**config.mk**
```make
export PLATFORM = sky130hd
export DESIGN_NAME = fps_sequencer
export DESIGN_NICKNAME = d
export VERILOG_FILES = /design/src/logic/fps_pkg.sv /design/src/logic/fps_sequencer.sv
export SDC_FILE = /design/constraint.sdc
export NUM_CORES = 1
export LEC_CHECK = 0
export BUFFER_PORTS_ARGS = -buffer_cell sky130_fd_sc_hd__buf_4
export CORE_MARGIN = 2
export CORE_UTILIZATION = 55
export DETAILED_ROUTE_END_ITERATION = 16
export HOLD_SLACK_MARGIN = 0.03
export PLACE_DENSITY_LB_ADDON = 0.08
export RECOVER_POWER = 25
export SLEW_MARGIN = 20
export SYNTH_ARGS = -nofsm -noshare
export SYNTH_HDL_FRONTEND = slang
export SYNTH_SLANG_ARGS = --single-unit
```
**constraint.sdc**
```tcl
create_clock -name i_sys_clk -period 2.6 [get_ports i_sys_clk]
set_clock_uncertainty 0.1 [all_clocks]
set_input_delay 0.39 -clock i_sys_clk [delete_from_list [all_inputs] [get_ports i_sys_clk]]
set_output_delay 0.39 -clock i_sys_clk [all_outputs]
set_load 0.1 [all_outputs]
```
**src/logic/fps_pkg.sv**
```systemverilog
// constants and types shared by the four-channel power sequencer
package fps_pkg;
	localparam int unsigned NUM_CHAN         = 4;
	localparam int unsigned TMR_W            = 20;
	localparam int unsigned CLK_PERIOD_NS    = 5;
	// timer lengths in ns; the reset timeout length is a free choice
	localparam int unsigned SEQ_DELAY_NS     = 40000;
	localparam int unsigned PG_WINDOW_NS     = 5000;
	localparam int unsigned RESET_TIMEOUT_NS = 200000;
	localparam int unsigned FAULT_PULSE_NS   = 80000;
	// least times, rounded up to whole cycles
	localparam int unsigned SEQ_DELAY_CYC    = (SEQ_DELAY_NS + CLK_PERIOD_NS - 1) / CLK_PERIOD_NS;
	localparam int unsigned PG_WINDOW_CYC    = (PG_WINDOW_NS + CLK_PERIOD_NS - 1) / CLK_PERIOD_NS;
	localparam int unsigned RESET_TMO_CYC    = (RESET_TIMEOUT_NS + CLK_PERIOD_NS - 1) / CLK_PERIOD_NS;
	localparam int unsigned FAULT_PULSE_CYC  = (FAULT_PULSE_NS + CLK_PERIOD_NS - 1) / CLK_PERIOD_NS;
	// reset values
	localparam logic [3:0]  CHAN_RST         = 4'h0;
	localparam logic [7:0]  SYNC_RST         = 8'hc2;  // idle pin levels, so no false edge

	typedef enum logic [6:0] {
		FPS_INIT     = 7'h01,
		FPS_IDLE     = 7'h02,
		FPS_ON_DLY   = 7'h04,
		FPS_ON_PGT   = 7'h08,
		FPS_UP       = 7'h10,
		FPS_OFF_DLY  = 7'h20,
		FPS_OFF_WAIT = 7'h40
	} fps_state_type;
endpackage

```
**src/logic/fps_sequencer.sv**
```systemverilog
// four-channel power sequencer and supervisor core
`timescale 1ns/100ps
`default_nettype none

module fps_sequencer
	import fps_pkg::*;
#(
	parameter int unsigned SEQ_DELAY_CYCLES   = SEQ_DELAY_CYC,  // minimum delay default
	parameter int unsigned PG_WINDOW_CYCLES   = PG_WINDOW_CYC,
	parameter int unsigned RESET_TMO_CYCLES   = RESET_TMO_CYC,
	parameter int unsigned FAULT_PULSE_CYCLES = FAULT_PULSE_CYC
) (
	input  wire logic       i_sys_clk,
	input  wire logic       i_rst,
	input  wire logic       i_power_on_cmp,
	input  wire logic       i_power_off_cmp,
	input  wire logic [3:0] i_chan_feedback,
	input  wire logic       i_undervoltage_sense,
	input  wire logic       i_fault_n_in,
	output logic      [3:0] o_chan_enable,
	output logic      [3:0] o_offset_current_en,
	output logic            o_seq_done,
	output logic            o_power_good_out,
	output logic            o_fault_n_out,
	output logic            o_fault_oe
);

	localparam logic [TMR_W-1:0] DLY_LOAD = TMR_W'(SEQ_DELAY_CYCLES - 1);
	localparam logic [TMR_W-1:0] PGT_LOAD = TMR_W'(PG_WINDOW_CYCLES - 1);
	localparam logic [TMR_W-1:0] RTO_LOAD = TMR_W'(RESET_TMO_CYCLES - 1);
	localparam logic [TMR_W-1:0] FLT_LOAD = TMR_W'(FAULT_PULSE_CYCLES);

	// lowest active channel at or above lo, msb flags found
	function automatic logic [2:0] pick_up(input logic [3:0] act, input logic [2:0] lo);
		logic [2:0] r;
		r = 3'h0;
		for (int i = 3; i >= 0; i--) begin
			if (act[i] && (3'(i) >= lo)) begin
				r = {1'b1, 2'(i)};
			end
		end
		return r;
	endfunction

	// highest active channel below lim, msb flags found
	function automatic logic [2:0] pick_dn(input logic [3:0] act, input logic [2:0] lim);
		logic [2:0] r;
		r = 3'h0;
		for (int i = 0; i < 4; i++) begin
			if (act[i] && (3'(i) < lim)) begin
				r = {1'b1, 2'(i)};
			end
		end
		return r;
	endfunction

	fps_state_type    state_reg;
	logic [1:0]       ch_reg;
	logic [TMR_W-1:0] tmr_reg;
	logic [3:0]       en_reg;
	logic [3:0]       offs_reg;
	logic [3:0]       good_reg;
	logic [3:0]       skip_reg;
	logic             done_reg;
	logic             pok_reg;
	logic [TMR_W-1:0] fp_cnt_reg;
	logic             uv_hold_reg;
	logic             fault_oe_reg;
	logic             oe_d1_reg;
	logic             oe_d2_reg;
	logic [7:0]       sync1_reg;
	logic [7:0]       sync2_reg;
	logic [7:0]       prev_reg;
	logic             on_s;
	logic             off_s;
	logic [3:0]       fb_s;
	logic             uv_ok;
	logic             fault_n_s;
	logic             on_rise;
	logic             on_fall;
	logic             off_fall;
	logic             seq_on;
	logic             pgt_fault;
	logic             on_fault;
	logic             mon_fault;
	logic             uv_fault;
	logic             ext_fault;
	logic             self_fault;
	logic             any_fault;
	logic [2:0]       nxt_up;
	logic [2:0]       nxt_dn;
	logic [2:0]       first_up;
	logic [2:0]       first_dn;

	always_ff @(posedge i_sys_clk) begin
		if (i_rst) begin
			sync1_reg <= SYNC_RST;
			sync2_reg <= SYNC_RST;
			prev_reg  <= SYNC_RST;
		end else begin
			sync1_reg <= {i_fault_n_in, i_undervoltage_sense, i_chan_feedback,
				i_power_off_cmp, i_power_on_cmp};
			sync2_reg <= sync1_reg;
			prev_reg  <= sync2_reg;
		end
	end

	// synchronized levels and edges
	assign on_s      = sync2_reg[0];
	assign off_s     = sync2_reg[1];
	assign fb_s      = sync2_reg[5:2];
	assign uv_ok     = sync2_reg[6];
	assign fault_n_s = sync2_reg[7];
	assign on_rise   = on_s & ~prev_reg[0];
	assign on_fall   = ~on_s & prev_reg[0];
	assign off_fall  = ~off_s & prev_reg[1];

	// next channel lookups over the active set
	assign nxt_up   = pick_up(~skip_reg, {1'b0, ch_reg} + 3'h1);
	assign nxt_dn   = pick_dn(~skip_reg, {1'b0, ch_reg});
	assign first_up = pick_up(~skip_reg, 3'h0);
	assign first_dn = pick_dn(~skip_reg, 3'h4);

	// fault causes
	assign seq_on    = (state_reg == FPS_ON_DLY) || (state_reg == FPS_ON_PGT);
	assign pgt_fault = (state_reg == FPS_ON_PGT) && (tmr_reg == '0) && !fb_s[ch_reg];
	assign on_fault  = seq_on && (on_rise || on_fall);
	assign mon_fault = (seq_on || (state_reg == FPS_UP)) && |(good_reg & ~fb_s);
	assign uv_fault  = (state_reg == FPS_UP) && !uv_ok;
	// low line not of our own making
	assign ext_fault = !fault_n_s && !fault_oe_reg && !oe_d1_reg && !oe_d2_reg;
	assign self_fault = pgt_fault || on_fault || mon_fault;
	assign any_fault  = self_fault || uv_fault || ext_fault;

	always_ff @(posedge i_sys_clk) begin
		if (i_rst) begin
			fp_cnt_reg <= '0;
		end else if (self_fault) begin
			fp_cnt_reg <= FLT_LOAD;
		end else if (fp_cnt_reg != '0) begin
			fp_cnt_reg <= fp_cnt_reg - TMR_W'(1);
		end
	end

	// undervoltage hold, set wins over clear
	always_ff @(posedge i_sys_clk) begin
		if (i_rst) begin
			uv_hold_reg <= 1'b0;
		end else if (uv_fault) begin
			uv_hold_reg <= 1'b1;
		end else if (uv_ok) begin
			uv_hold_reg <= 1'b0;
		end
	end

	// fault line drive, released in reset
	always_ff @(posedge i_sys_clk) begin
		if (i_rst) begin
			fault_oe_reg <= 1'b0;
			oe_d1_reg    <= 1'b0;
			oe_d2_reg    <= 1'b0;
		end else begin
			fault_oe_reg <= self_fault || uv_fault || (fp_cnt_reg > TMR_W'(1))
				|| (uv_hold_reg && !uv_ok);
			oe_d1_reg    <= fault_oe_reg;
			oe_d2_reg    <= oe_d1_reg;
		end
	end

	// sequencing state machine with shared timer
	always_ff @(posedge i_sys_clk) begin
		if (i_rst) begin
			state_reg <= FPS_INIT;
			ch_reg    <= 2'h0;
			tmr_reg   <= '0;
			en_reg    <= CHAN_RST;
			offs_reg  <= CHAN_RST;
			good_reg  <= CHAN_RST;
			skip_reg  <= CHAN_RST;
			done_reg  <= 1'b0;
		end else if (any_fault) begin
			state_reg <= FPS_INIT;
			tmr_reg   <= '0;
			en_reg    <= CHAN_RST;
			offs_reg  <= CHAN_RST;
			good_reg  <= CHAN_RST;
			done_reg  <= 1'b0;
		end else begin
			unique case (state_reg)
				FPS_INIT: begin
					// wait for a quiet fault line before sampling
					if (!fault_oe_reg && !oe_d2_reg && fault_n_s && !uv_hold_reg) begin
						// high feedback marks a skipped channel
						skip_reg <= fb_s;
						if (&fb_s) begin
							state_reg <= FPS_UP;
							done_reg  <= 1'b1;
							tmr_reg   <= '0;
						end else begin
							state_reg <= FPS_IDLE;
						end
					end
				end
				FPS_IDLE: begin
					if (on_rise) begin
						ch_reg    <= first_up[1:0];
						tmr_reg   <= DLY_LOAD;
						state_reg <= FPS_ON_DLY;
					end
				end
				FPS_ON_DLY: begin
					if (tmr_reg != '0) begin
						tmr_reg <= tmr_reg - TMR_W'(1);
					end else begin
						en_reg[ch_reg] <= 1'b1;
						tmr_reg        <= PGT_LOAD;
						state_reg      <= FPS_ON_PGT;
					end
				end
				FPS_ON_PGT: begin
					if (fb_s[ch_reg]) begin
						good_reg[ch_reg] <= 1'b1;
						if (nxt_up[2]) begin
							ch_reg    <= nxt_up[1:0];
							tmr_reg   <= DLY_LOAD;
							state_reg <= FPS_ON_DLY;
						end else begin
							done_reg  <= 1'b1;
							tmr_reg   <= RTO_LOAD;
							state_reg <= FPS_UP;
						end
					end else if (tmr_reg != '0) begin
						tmr_reg <= tmr_reg - TMR_W'(1);
					end
				end
				FPS_UP: begin
					if (off_fall) begin
						good_reg <= CHAN_RST;
						if (first_dn[2]) begin
							ch_reg    <= first_dn[1:0];
							tmr_reg   <= DLY_LOAD;
							state_reg <= FPS_OFF_DLY;
						end else begin
							done_reg  <= 1'b0;
							state_reg <= FPS_IDLE;
						end
					end else if (tmr_reg != '0) begin
						tmr_reg <= tmr_reg - TMR_W'(1);
					end
				end
				FPS_OFF_DLY: begin
					if (tmr_reg != '0) begin
						tmr_reg <= tmr_reg - TMR_W'(1);
					end else begin
						en_reg[ch_reg]   <= 1'b0;
						offs_reg[ch_reg] <= 1'b1;
						state_reg        <= FPS_OFF_WAIT;
					end
				end
				FPS_OFF_WAIT: begin
					if (!fb_s[ch_reg]) begin
						offs_reg[ch_reg] <= 1'b0;
						if (nxt_dn[2]) begin
							ch_reg    <= nxt_dn[1:0];
							tmr_reg   <= DLY_LOAD;
							state_reg <= FPS_OFF_DLY;
						end else begin
							done_reg  <= 1'b0;
							state_reg <= FPS_IDLE;
						end
					end
				end
			endcase
		end
	end

	// power-OK once timeout ran out in the up state
	always_ff @(posedge i_sys_clk) begin
		if (i_rst) begin
			pok_reg <= 1'b0;
		end else begin
			pok_reg <= (state_reg == FPS_UP) && done_reg && (tmr_reg == '0)
				&& !any_fault && !off_fall;
		end
	end

	// outputs
	assign o_chan_enable       = en_reg;
	assign o_offset_current_en = offs_reg;
	assign o_seq_done          = done_reg;
	assign o_power_good_out    = pok_reg;
	assign o_fault_n_out       = 1'b0;  // open drain: only ever pulls low
	assign o_fault_oe          = fault_oe_reg;

endmodule // fps_sequencer

`default_nettype wire

```
-- After elaboration in Yosys (flattened, before gate mapping)
Index checks and enable logic that the tools add are counted.
- mux-type cells: 73
- equality and inequality tests: 22
- add/subtract/negate cells: 3
- reduce and logical (&&, ||, !) cells: 64
- $lt $le $gt $ge: 10
- bitwise gates (word level): 16
- operators with widths (kind ; count):
    20-bit 2-to-1 mux ; 10
    20-bit case mux with 7 select lines ; 1
    7-bit 2-to-1 mux ; 7
    7-bit case mux with 7 select lines ; 1
    20-bit nonzero test ; 2
    20-bit by 1-bit subtractor with 20-bit output (second input constant) ; 2
    3-bit 2-to-1 mux ; 11
    14-bit 2-to-1 mux ; 2
    2-bit != test (second input constant) ; 13
    1-bit logical AND ; 24
    4-bit 2-to-1 mux ; 6
    4-bit case mux with 2 select lines ; 3
    2-bit 2-to-1 mux ; 11
    20-bit by 1-bit > comparator with 1-bit output (second input constant) ; 1
    20-bit logical NOT ; 1
    9-bit AND reduction ; 2
    16-bit 2-to-1 mux ; 1
    4-bit bitwise AND ; 3
    1-bit 2-to-1 mux ; 12
    6-bit 2-to-1 mux ; 2
    4-bit NOT ; 3
    4-bit bitwise OR ; 3
    3-bit AND reduction ; 4
    5-bit 2-to-1 mux ; 2
    31 further kinds ; 61
- output and inout port bits: 12
- register bits after elaboration: 89

-- Depth between registers and ports, before layout
- depth in word-level cells: 11
- depth in mapped cells: 11

-- Worst setup path after synthesis
OpenSTA, ideal clock, no wires.
- path kind: register to register
- start point: reg fault_oe_reg (netlist: o_fault_oe)
- end point: reg tmr_reg[16]
- clock period less this slack: 2.609 ns
- setup time: 0.128 ns
- arrival time: 2.382 ns
- cell stages (with the launch flop): 10
- setup slack: -0.009 ns
- buffers on the path: 2
- cell sequence: dfxtp_1 nor4b_1 nand2_1 a32o_1 a211oi_1 clkbuf_1 buf_2 nand2_1 o22ai_1 nor2_1
- longest elaborated chain between the ends: 6
- RTL lines (element ; line ; RTL):
    from (decl) ; fps_sequencer.sv:68 ; logic fault_oe_reg;
    from (signal assigned) ; fps_sequencer.sv:163 ; fault_oe_reg <= self_fault || uv_fault || (fp_cnt_reg > TMR_W'(1))
    1-bit logical NOT * ; fps_sequencer.sv:131, fps_sequencer.sv:192 ;
    1-bit logical AND, on equally long branches (3 in a row) ; fps_sequencer.sv:192, fps_sequencer.sv:131 ;
    2-bit != test (no source line) or 1-bit logical OR (tied branches) ; - ;
    6-bit AND reduction (no source line) or 2-bit OR reduction (tied branches) ; - ;
    to (signal assigned) ; fps_sequencer.sv:213 ; tmr_reg <= tmr_reg - TMR_W'(1);
    to (signal assigned) ; fps_sequencer.sv:233 ; tmr_reg <= tmr_reg - TMR_W'(1);
    to (signal assigned) ; fps_sequencer.sv:248 ; tmr_reg <= tmr_reg - TMR_W'(1);
    to (decl) ; fps_sequencer.sv:59 ; logic [TMR_W-1:0] tmr_reg;
Every way passes the cells marked *; elsewhere a longest branch is shown, timed or not.
A chain may end at the register's enable or synchronous reset.

-- Worst setup path in the final report
- start point: reg state_reg[2]
- end point: reg tmr_reg[7]
- longest elaborated chain between the ends: 8
- RTL lines (element ; line ; RTL):
    from (decl) ; fps_sequencer.sv:57 ; fps_state_type state_reg;
    from (signal assigned) ; fps_sequencer.sv:173 ; state_reg <= FPS_INIT;
    from (signal assigned) ; fps_sequencer.sv:182 ; state_reg <= FPS_INIT;
    from (signal assigned) ; fps_sequencer.sv:196 ; state_reg <= FPS_UP;
    7-bit by 4-bit equality test with 1-bit output or 7-bit by 3-bit equality test with 1-bit output (tied branches) ; fps_sequencer.sv:125, fps_sequencer.sv:126, fps_sequencer.sv:189 ;
    1-bit logical AND or 1-bit logical OR (tied branches) ; fps_sequencer.sv:126, fps_sequencer.sv:125 ;
    1-bit logical AND, or another cell as far along ; fps_sequencer.sv:126 ; assign pgt_fault = (state_reg == FPS_ON_PGT) && (tmr_reg == '0) && !fb_s[ch_reg];
    1-bit logical OR or 1-bit logical AND (tied branches) ; fps_sequencer.sv:132, fps_sequencer.sv:128 ;
    1-bit logical OR ; fps_sequencer.sv:132 ; assign self_fault = pgt_fault || on_fault || mon_fault;
    1-bit logical OR (2 in a row) ; fps_sequencer.sv:133 ; assign any_fault = self_fault || uv_fault || ext_fault;
    2-bit OR reduction (no source line) ; - ;
Parallel ways exist; a longest one is shown, timed or not.

==> impl_metrics.tcl <==
set metrics [dict create \
    fin_crit_sh_pct 95.7 \
    ys_types 65 \
    die_w_um 95.9 \
    grt_pass1_wl_um 20300 \
    ys_seq_area_share_pct 38.3 \
    stdcell_count 750 \
    fin_hold_ws_ns 0.0956 \
    clkTransAtPathRegs_ns 0.11 \
    critPathLaunchType "flop" \
    start_util_pct 56.6 \
    final_layout_size_suffix_gt1_share_pct 18.4 \
    synth-edff-count 0 \
    syn_area_um2 4650 \
    synthCells 584 \
    area_delta_synth_final_pct 17.1 \
    rows 33 \
    drt-initial-drc-count 351 \
    r2r_end "tmr_reg[7]" \
    dp_cells 734 \
    tightest_slew_ns 1.36 \
    endpoint "tmr_reg[7]" \
    synth_nets 600 \
    cts.sinks 89 \
    finalMaxSlewViolations 0 \
    cts_max_level 3 \
    routed_via_density 5.96 \
    p_sw_share_pct 44.8 \
    overflow 0 \
    finalWirelength_um 12700 \
    finalSetupViolCount 0 \
    rsz0062_at_grt "no" \
    r2r_start "state_reg[2]" \
    fin_nets 656 \
    switching_power_uw 2880 \
    run_status "complete, no violations" \
    antenna_cells 0 \
    period_needed_ns 2.49 \
    ir_drop_mv 0.648 \
    required_ns 2.78 \
    grt_pass1_vias 3991 \
    tns_ns 0 \
    cts_hold_repair.buffers 0 \
    synth-main-ff-cell "dfxtp_1" \
    fillers 718 \
    hold_viol_final 0 \
    dr.pass1.iters 6 \
    numCtsBuffers 9 \
    crit_start "state_reg[2]" \
    cts_tree "done" \
    final_cell_mix "88 x dfxtp_1, 82 x nor2_1, 67 x buf_4, 52 x nand2_1, 48 x a21oi_1" \
    antenna_left 0 \
    fmax_ghz 0.402 \
    critical_path_class "reg -> reg" \
    r2r_slack_ns 0.11 \
    vias 4468 \
    die_h_um 95.9 \
    clock_latency_ns 0.37 \
    hp-class "in -> reg" \
    p_leak_uw 0.00206 \
    max_cap_viol_count 0 \
    power_density_nw_per_um2 1180 \
    ys_ff_latch 89 \
    portBuffers 20 \
    final_common_cell "dfxtp_1" \
    avgSynthCellArea_um2 7.96 \
    async_flop_share_pct 0 \
    p_seq_share_pct 29.7 \
    antenna_found_initial 0 \
    globalplace.congestion 0.950 \
    cts_buffer_depth 2 \
    dieArea_um2 9210 \
    yosysWarnings 0 \
    drc_errors 0 \
    slew_headroom_pct 9.34 \
    core_area_um2 8220 \
    worstPathArrival_ns 2.67 \
    post_drt_wl_per_cell_um 16.9 \
    clockRootBuffer "clkbuf_8" \
    io_pins 22 \
    grt_usage_pct 28.8 \
    intPower_uw 3550 \
    critical_path.max_fanout 20 \
    dp.final_hpwl_um 9620 \
    pwr-share-comb_pct 54.1 \
    end_kind "flop" \
    grt_max_degree 37 \
    r2r_cells 9 \
    clockPowerShare_pct 16.2 \
    post-route-util_pct 66.2 \
]
logic make-up (layout without fill, tap and decap cells):
| logic type | count (synthesis) | in the layout | synth area share (%) |
|---|---|---|---|
| fa+ha+maj | 6 | 6 | 1.61 |
| buf+inv | 41 | 102 | 4.20 |
| mux | 7 | 7 | 1.78 |
| flops | 89 | 89 | 38.3 |
| other cells | 1 | 1 | 0.0807 |
| xor+xnor | 25 | 25 | 4.71 |
| compound gates | 134 | 134 | 17.9 |
| simple gates | 281 | 281 | 31.4 |
synthesized netlist by cell type (all sizes together) (3+ instances only):
cell	number	area [um2]
a211oi	11	87.6
a21oi	52	272
a221oi	3	26.3
a311oi	4	35.0
a31oi	7	43.8
and2	4	25.0
and3	6	42.5
and4	3	26.3
buf	14	93.8
clkbuf	15	56.3
dfxtp	89	1780
ha	6	75.1
inv	12	45.0
mux2i	6	60.1
nand2	52	195
nand2b	6	37.5
nand3	17	85.1
nand4	9	56.3
nor2	85	329
nor2b	23	144
nor3	25	135
nor3b	4	30.0
nor4	15	106
nor4b	3	32.5
o21ai	31	155
o22ai	6	37.5
or2	10	62.6
or3	7	48.8
or4	7	56.3
xnor2	16	140
xor2	9	78.8
through the flow:
step / area [um2] / power (uW) / setup WS [ns]
finish: 5440 / 6440 / 0.113
global route: 5440 / 6900 / 0.00687
CTS: 5420 / 6360 / 0.0489
detailed placement: 5200 / 5310 / 0.0702
global placement: 5200 / 5280 / 0.117
floorplan: 4650 / 4200 / 0.140
worst min path at each step:
stage                    start           end  slack (ns)  cells after the start
6_report       i_power_off_cmp  sync1_reg[1]         0.1                      2
5_1_grt           i_fault_n_in  sync1_reg[7]        0.09                      2
4_1_cts        i_power_off_cmp  sync1_reg[1]        0.09                      2
3_5_place_dp      sync1_reg[6]  sync2_reg[6]        0.29                      1
3_3_place_gp      sync1_reg[7]  sync2_reg[7]        0.29                      1
2_1_floorplan     sync1_reg[1]  sync2_reg[1]        0.29                      1
repair_timing:
item / CTS / global route
buffers inserted: 0 / 0
setup endpoints to repair: 0 / 26
gates resized for setup: 0 / 9
layout make-up:
cell class	count	area [um2]	area share [%]
inverter	12	45.0	0.828
tap	105	131	2.41
multi-input combinational	454	2720	50.0
sequential	89	1780	32.8
timing repair buffer	74	546	10.0
clock buffer	9	124	2.28
clock inverter	7	95.1	1.75
critical path, stage by stage, from the launching register on:
cell and delay (ns):
dfxtp_1 0.52, buf_4 0.23, nor2_1 0.05, and4b_1 0.26, a32o_1 0.30, a211oi_2 0.30
buf_12 0.20, nand3_1 0.08, o21a_1 0.11, o221a_2 0.25
power by group through the flow:
stage	clock network [uW]	registers, uW	logic (uW)
2_1_floorplan	0	1910	2290
3_3_place_gp	0	1920	3350
3_5_place_dp	0	1940	3370
4_1_cts	1060	1910	3400
5_1_grt	1120	1960	3820
6_report	1040	1910	3480
layer usage:
metal  up-vias  GRT usage [%]  part of all wire (%)
li1       2203              -                     -
met1      2072           40.4                    47
met2       165           44.9                    45
met3        28           4.62                   6.2
met4         0           9.76                   2.3
met5         -              0                     0
Note: power is estimated with default switching activity, not from simulation.
